--- config.mk ---
export PLATFORM = sky130hd
export DESIGN_NAME = ptpts_top
export DESIGN_NICKNAME = d
export VERILOG_FILES = /design/src/logic/ptpts_pkg.sv /design/src/logic/ptpts_fire_calc.sv /design/src/logic/ptpts_top.sv
export SDC_FILE = /design/constraint.sdc
export NUM_CORES = 2
export LEC_CHECK = 0
export BUFFER_PORTS_ARGS = -buffer_cell sky130_fd_sc_hd__buf_4
export CAP_MARGIN = 40
export CORE_AREA = 5 5 235 282
export DETAILED_ROUTE_END_ITERATION = 7
export DIE_AREA = 0 0 240 287
export PLACE_DENSITY = 0.64
export SLEW_MARGIN = 30
export SYNTH_ARGS = -nofsm -noshare
export SYNTH_HDL_FRONTEND = slang
export SYNTH_SLANG_ARGS = --single-unit
export TNS_END_PERCENT = 1
--- constraint.sdc ---
create_clock -name clk -period 12.94 [get_ports clk]
set_input_delay 2.588 -clock clk [delete_from_list [all_inputs] [get_ports clk]]
set_output_delay 2.588 -clock clk [all_outputs]
set_load 0.03 [all_outputs]
--- src/logic/ptpts_pkg.sv ---
// Package: constants and carriers for the time keeping and fire stamping block
package ptpts_pkg;
  // Clock and time base
  localparam int CLK_MHZ          = 100;
  localparam int US_PER_SEC       = 1000000;
  localparam int CYC_PER_US       = CLK_MHZ;
  localparam int SEC_W            = 32;
  localparam int US_W             = 20;
  localparam int TNS_W            = 48;
  // Virtual origin 2000-01-01 00:00:00 as seconds since 1970
  localparam logic [SEC_W-1:0] ORIGIN_SEC = 32'h386D4380;
  // Block timing in units of 10 ns
  localparam int N_BLOCKS         = 10;
  localparam int N_CHANNELS       = 40;
  localparam int N_SLOTS          = 32;
  localparam logic [TNS_W-1:0] BLK10_END_CT = 48'h000000000B2A; // 28.58 us
  localparam logic [TNS_W-1:0] BLK_STEP_CT  = 48'h0000000015B4; // 55.56 us
  // Sync states
  typedef enum logic [1:0] {
    PTPTS_FREE_RUN = 2'b00,
    PTPTS_TRACKING = 2'b01,
    PTPTS_LOCKED   = 2'b10,
    PTPTS_FROZEN   = 2'b11
  } ptpts_sync_e;
  // Time value carried between master, counter and packet
  typedef struct packed {
    logic [SEC_W-1:0] sec;
    logic [US_W-1:0]  microsecond_part;
  } ptpts_time_s;
  // Firing offset per channel, in 10 ns units magnitude (negative offset)
  function automatic logic [12:0] ptpts_fire_off(input logic [5:0] ch);
    case (ch)
      6'd8:  ptpts_fire_off = 13'h155B; 6'd20: ptpts_fire_off = 13'h1496;
      6'd15: ptpts_fire_off = 13'h13D1; 6'd27: ptpts_fire_off = 13'h130C;
      6'd7:  ptpts_fire_off = 13'h128A; 6'd19: ptpts_fire_off = 13'h11C5;
      6'd5:  ptpts_fire_off = 13'h11C5; 6'd33: ptpts_fire_off = 13'h1100;
      6'd37: ptpts_fire_off = 13'h107E; 6'd1:  ptpts_fire_off = 13'h107E;
      6'd11: ptpts_fire_off = 13'h0FFB; 6'd23: ptpts_fire_off = 13'h0F37;
      6'd18: ptpts_fire_off = 13'h0E72; 6'd30: ptpts_fire_off = 13'h0DAD;
      6'd10: ptpts_fire_off = 13'h0D2B; 6'd22: ptpts_fire_off = 13'h0C66;
      6'd6:  ptpts_fire_off = 13'h0C66; 6'd34: ptpts_fire_off = 13'h0BA1;
      6'd38: ptpts_fire_off = 13'h0B1F; 6'd2:  ptpts_fire_off = 13'h0B1F;
      6'd14: ptpts_fire_off = 13'h0A9C; 6'd26: ptpts_fire_off = 13'h09D7;
      6'd21: ptpts_fire_off = 13'h0955; 6'd31: ptpts_fire_off = 13'h0890;
      6'd13: ptpts_fire_off = 13'h080E; 6'd9:  ptpts_fire_off = 13'h080E;
      6'd25: ptpts_fire_off = 13'h0749; 6'd35: ptpts_fire_off = 13'h06C7;
      6'd39: ptpts_fire_off = 13'h0644; 6'd3:  ptpts_fire_off = 13'h0644;
      6'd17: ptpts_fire_off = 13'h05C2; 6'd29: ptpts_fire_off = 13'h04FD;
      6'd24: ptpts_fire_off = 13'h047B; 6'd32: ptpts_fire_off = 13'h03B6;
      6'd16: ptpts_fire_off = 13'h0333; 6'd12: ptpts_fire_off = 13'h0333;
      6'd28: ptpts_fire_off = 13'h026F; 6'd36: ptpts_fire_off = 13'h01EC;
      6'd40: ptpts_fire_off = 13'h016A; 6'd4:  ptpts_fire_off = 13'h016A;
      default: ptpts_fire_off = 13'h0000;
    endcase
  endfunction : ptpts_fire_off
endpackage : ptpts_pkg

--- src/logic/ptpts_fire_calc.sv ---
// Fire time calculator: block end time and channel firing instant
`timescale 1ns/100ps
module ptpts_fire_calc (
  // Clock and reset
  input  wire logic                          clk,
  input  wire logic                          rst_b,
  input  wire logic                          ce,
  // Query
  input  wire logic [ptpts_pkg::TNS_W-1:0]   pkt_time_ct,
  input  wire logic                          dual_return,
  input  wire logic [3:0]                    block_num,
  input  wire logic [5:0]                    chan_num,
  // Results in 10 ns units
  output logic      [ptpts_pkg::TNS_W-1:0]   block_end_ct,
  output logic      [ptpts_pkg::TNS_W-1:0]   fire_ct
);
  // Multiple of the block period for a step count
  function automatic logic [ptpts_pkg::TNS_W-1:0] step_mul(input logic [3:0] s);
    step_mul = ptpts_pkg::TNS_W'(ptpts_pkg::BLK_STEP_CT * s);
  endfunction : step_mul

  // Step count: single uses 10-N, dual uses pair index
  wire logic [3:0] single_steps = 4'(4'd10 - block_num);
  wire logic [3:0] dual_steps   = 4'((4'd10 - block_num) >> 1);
  wire logic [3:0] steps        = dual_return ? dual_steps : single_steps;
  wire logic [ptpts_pkg::TNS_W-1:0] back_ct =
    ptpts_pkg::BLK10_END_CT + step_mul(steps);
  wire logic [ptpts_pkg::TNS_W-1:0] end_now = pkt_time_ct - back_ct;
  wire logic [ptpts_pkg::TNS_W-1:0] fire_now =
    end_now - {35'h0, ptpts_pkg::ptpts_fire_off(chan_num)};

  // Registered results
  always_ff @(posedge clk or negedge rst_b) begin
    if (!rst_b) begin
      block_end_ct <= '0;
      fire_ct      <= '0;
    end else if (ce) begin
      block_end_ct <= end_now;
      fire_ct      <= fire_now;
    end
  end
endmodule : ptpts_fire_calc

--- src/logic/ptpts_top.sv ---
// Top: precision time slave clock, packet stamping and fire time derivation
// Functional notes
// - With the network time source selected the block is only a time slave of the master, needing no setup.
// - With the network time source selected the per-second satellite packet request is held off.
// - In free run time starts at 2000-01-01 00:00:00 and advances on the internal one-second pulse.
// - With the network time source selected, in tracking or locked state time with microsecond resolution is loaded from master messages.
// - In frozen state counting continues from the last synchronized value on the internal pulse.
// - Packet date/time and timestamp equal the master time with no local offset.
// - Packet absolute time is the whole seconds plus the microsecond part.
// - Single return: block 10 ends 28.58 us before packet time, block N a further 55.56 us times (10-N).
// - Dual return: block pairs share an end time stepped back 55.56 us per pair.
// - A channel fires at its block end time plus a fixed negative per-channel offset.
// - Channels fire in 32 slots, channel 8 first at -54.67 us, channels 40 and 4 last at -3.62 us.
`timescale 1ns/100ps
module ptpts_top (
  // Clock and reset
  input  wire logic                          clk,
  input  wire logic                          rst_b,
  input  wire logic                          ce,
  // Source selection and sync state
  input  wire logic                          ptp_selected,
  input  wire ptpts_pkg::ptpts_sync_e        sync_state,
  // Master time messages
  input  wire logic                          master_valid,
  input  wire ptpts_pkg::ptpts_time_s        master_time,
  // Packet stamping request
  input  wire logic                          pkt_stamp,
  input  wire logic                          dual_return,
  input  wire logic [3:0]                    block_num,
  input  wire logic [5:0]                    chan_num,
  // Time outputs
  output ptpts_pkg::ptpts_time_s             cur_time,
  output ptpts_pkg::ptpts_time_s             pkt_time,
  output logic                               one_pps,
  output logic                               gps_pkt_req,
  output logic      [ptpts_pkg::TNS_W-1:0]   packet_abs_time,
  output logic      [ptpts_pkg::TNS_W-1:0]   block_end_ct,
  output logic      [ptpts_pkg::TNS_W-1:0]   fire_ct
);
  localparam logic [6:0]  CYC_LAST = 7'(ptpts_pkg::CYC_PER_US - 1);
  localparam logic [19:0] US_LAST  = 20'(ptpts_pkg::US_PER_SEC - 1);

  logic [6:0] cyc;
  logic [6:0] next_cyc;
  ptpts_pkg::ptpts_time_s next_time;
  logic       next_pps;

  // Sync state decode
  wire logic sync_now = ptp_selected &&
    (sync_state == ptpts_pkg::PTPTS_TRACKING || sync_state == ptpts_pkg::PTPTS_LOCKED);
  wire logic us_tick  = cyc == CYC_LAST;
  wire logic sec_tick = us_tick && cur_time.microsecond_part == US_LAST;

  // Next time: load from master, else count locally
  always_comb begin
    next_cyc  = us_tick ? 7'h00 : 7'(cyc + 7'h01);
    next_time = cur_time;
    next_pps  = 1'b0;
    if (sync_now && master_valid) begin
      next_time = master_time;
      next_cyc  = 7'h00;
    end else if (sec_tick) begin
      next_time.microsecond_part = '0;
      next_time.sec = 32'(cur_time.sec + 32'h1);
      next_pps = 1'b1;
    end else if (us_tick) begin
      next_time.microsecond_part = 20'(cur_time.microsecond_part + 20'h1);
    end
  end

  // Time counter; reset seeds the virtual origin once, in any sync state
  always_ff @(posedge clk or negedge rst_b) begin
    if (!rst_b) begin
      cyc      <= '0;
      cur_time <= '{sec: ptpts_pkg::ORIGIN_SEC, microsecond_part: 20'h0};
      one_pps  <= 1'b0;
    end else if (ce) begin
      cyc      <= next_cyc;
      cur_time <= next_time;
      one_pps  <= next_pps;
    end
  end

  // Satellite packet request on pulse, suppressed in network mode
  always_ff @(posedge clk or negedge rst_b) begin
    if (!rst_b) begin
      gps_pkt_req <= 1'b0;
    end else if (ce) begin
      gps_pkt_req <= next_pps && !ptp_selected;
    end
  end

  // Packet stamp: sum of seconds and microseconds in 10 ns units
  wire logic [ptpts_pkg::TNS_W-1:0] abs_now =
    ptpts_pkg::TNS_W'(cur_time.sec) * ptpts_pkg::TNS_W'(ptpts_pkg::US_PER_SEC * ptpts_pkg::CYC_PER_US)
    + ptpts_pkg::TNS_W'(cur_time.microsecond_part) * ptpts_pkg::TNS_W'(ptpts_pkg::CYC_PER_US);

  always_ff @(posedge clk or negedge rst_b) begin
    if (!rst_b) begin
      pkt_time        <= '0;
      packet_abs_time <= '0;
    end else if (ce && pkt_stamp) begin
      pkt_time        <= cur_time;
      packet_abs_time <= abs_now;
    end
  end

  // Block end and firing instant from the stamped time
  ptpts_fire_calc u_fire (
    .clk          (clk),
    .rst_b        (rst_b),
    .ce           (ce),
    .pkt_time_ct  (packet_abs_time),
    .dual_return  (dual_return),
    .block_num    (block_num),
    .chan_num     (chan_num),
    .block_end_ct (block_end_ct),
    .fire_ct      (fire_ct)
  );
endmodule : ptpts_top

==> results.ini <==
[worst_setup_path]
r2r_start=cur_time[31]
end_kind=register
start_kind=input port
rrSetupSlack_ns=5.05
crit_type=input port to register
cp_slowest_cell=or4b_2
cp_slowest_stage_delay_ns=0.93
crit_required_ns=13.44
reg2regPathDepth=21
cp_common_cell=ha_1
crit_arrival_ns=11.78
rr_endpoint=packet_abs_time[47]
crit_fanout=11

[hold_path]
min_path_cells=2
hold_path.class=register to register
hp-start=pkt_time[51]
whs_endpoint=pkt_time[51]

[logic_synthesis]
synthFlopType=dfrtp_1
syn_inst=3092
yosys.area.top_type=dfrtp_1
syn_area_per_cell_um2=9.09
synth.area.top_cells=dfrtp_1 (21%), fa_1 (19%), ha_1 (13%)
synth_edf_count=0
synth_area_um2=28100
ys_ff_latch=251
ys_async_sr_fraction_pct=100
synth_top_area_share_pct=21.3
seq_area_frac_synth_pct=22.4
ys_types=94
yosys_warnings=0

[timing]
finClkSkew_ns=0.0233
slew-limit-headroom_pct=42.6
finalHoldViolations=0
drv_slew=0
final.min_clock_period_ns=11.28
tightestPinTransition_ns=0.839
final-setup-viol-count=0
holdWs_ns=0.480
rsz0062_at_grt=no
finalCritPeriodShare_pct=87.2
fmax_mhz=88.6
tns_ns=0

[floorplanning]
start_util_pct=44.6
ios=321
die_h_um=287
core_um2=63100
num_rows=101
die-area_um2=68900
die_w_um=240

[drt]
drc_errors=0
via_per_inst=5.40
routedWlPerCell_um=19.9
num_vias=22700
dr.pass1.iters=5
drtIter0Drc=1207
antenna_left=0
drt_wl_total_mm=83.5

[clock_network]
clock_latency_ns=0.61
htree_levels=1
ctsHoldBuffers=0
cts_tree=done
ctsResizeCount=0
cts_buffer_depth=3
postCtsSetupRepairBufs=0
cts_root_buffer=clkbuf_16
cts.clk_slew.worst_paths_ns=0.06
cts_buffers=30
cts_sinks=251

[placement]
portBuffers=317
dp_hpwl_mm=67.1
gp_congestion=0.923

[global_routing]
grt_max_degree=94
grt_pass1_vias=23500
antenna_found_initial=0
grt_usage_pct=24.1
overflow=0
grt_pass1_wl_mm=133

[run]
cap_violations=0

[final_layout]
nNetsFinal=3986
syn2layout_area_growth_pct=14.8
drive_above_1_share_pct=15.1
diodes=0

[run_status]
status=finished, final reports clean

==> cells in the mapped netlist (18+ instances only) <==
library cell	n
nand2_1	223
nand2b_1	23
xnor2_1	127
fa_1	272
o21bai_1	21
a21o_1	44
xor2_1	72
nor2b_1	26
dfrtp_1	239
inv_1	444
clkbuf_1	85
a211oi_1	20
nor4_1	27
o21ai_0	195
ha_1	293
a21oi_1	199
nor2_1	211
nor3_1	55
mux2_2	69
and3_1	25
a31oi_1	20
nand4_1	22
nand3_1	56
o31ai_1	23
o211ai_1	18
==> final cells by class <==
cell class	count	area [um^2]
repair buffers	339	2610
inverters	445	1680
clock inverters	14	145
flip-flops and latches	251	6300
fillers	6072	30800
well taps	824	1030
multi-input cells	2283	19600
clock buffers	41	872
==> through the flow <==
step	area, um^2	util [%]	setup slack (ns)	std cells
after global placement	31100	49.4	1.12	4135
after floorplan	28100	-	2.68	3094
after global routing	32300	51.2	1.02	4197
after detailed placement	31200	49.4	1.06	4137
after CTS	32200	51.1	1.71	4192
final	32300	51.2	1.66	4197
==> worst max-delay path, delay by kind of cell <==
| family | cells | cell delay, ns |
|---|---|---|
| buf+inv | 2 | 0.27 |
| compound gates | 13 | 3.13 |
| simple gates | 7 | 2.64 |
| mux | 1 | 0.59 |
| xor+xnor | 3 | 0.56 |
| fa+ha+maj | 6 | 2.00 |
==> layer usage <==
metal	GRT usage [%]	up-vias	routed length [um]	part of all wire [%]
met3	3.00	135	3960	4.8
met1	30.6	11000	34600	42
met4	7.76	0	3250	3.9
li1	-	11000	-	-
met2	42.8	548	41600	50
met5	0	-	0	0
==> cells in the final DEF (no fill, tap or decap), types with 9 or more instances in the layout <==
cell,n
nor2_1,211
or2_2,11
dfrtp_1,239
dfstp_2,12
a31oi_1,20
a21oi_1,198
o21ai_0,195
o22ai_1,13
a211oi_1,20
nand4_1,22
inv_1,444
or4_1,15
clkbuf_16,30
nor3_1,55
o211ai_1,18
xnor2_1,127
fa_1,272
and4_1,9
nand2b_1,23
o31ai_1,23
xor2_1,72
a211o_1,9
nand3_1,55
o21bai_1,21
nor3b_1,10
buf_4,331
a2111oi_0,11
mux2_2,69
or3_1,9
a22oi_1,11
nor2b_1,26
ha_1,293
nand2_1,220
nor4_1,27
o21a_1,15
a21o_1,44
and2_1,15
and3_1,24
==> kinds of logic after synthesis <==
kind of cell | synth area share, %
buffers and inverters | 7.79
other | 0.0267
muxes | 2.94
xor gates and xnor gates | 6.20
DFF | 22.4
adders and majority gates | 32.5
and+or+nand+nor | 13.3
AOI/OAI and AO/OA | 14.8
==> flip-flops by register name, summed over array words and instances (netlist names) <==
signal / cells
one_pps: 1
cur_time: 52
cyc: 7
u_fire.fire_ct: 48
packet_abs_time: 43
u_fire.block_end_ct: 47
pkt_time: 52
gps_pkt_req: 1
==> worst max-delay path by stage <==
| stage | slack (ns) | depth (start not counted) | start | to |
|---|---|---|---|---|
| 2_1_floorplan | 2.68 | 32 | block_num[0] | u_fire.fire_ct[42] |
| 3_3_place_gp | 1.12 | 32 | block_num[0] | u_fire.fire_ct[42] |
| 3_5_place_dp | 1.06 | 32 | block_num[0] | u_fire.fire_ct[42] |
| 4_1_cts | 1.71 | 32 | block_num[0] | u_fire.fire_ct[42] |
| 5_1_grt | 1.02 | 32 | block_num[0] | u_fire.fire_ct[42] |
| 6_report | 1.66 | 32 | block_num[0] | u_fire.fire_ct[42] |
Power is not shown: default switching activity piles up to over one toggle a cycle in this logic, so the estimate is an artifact.
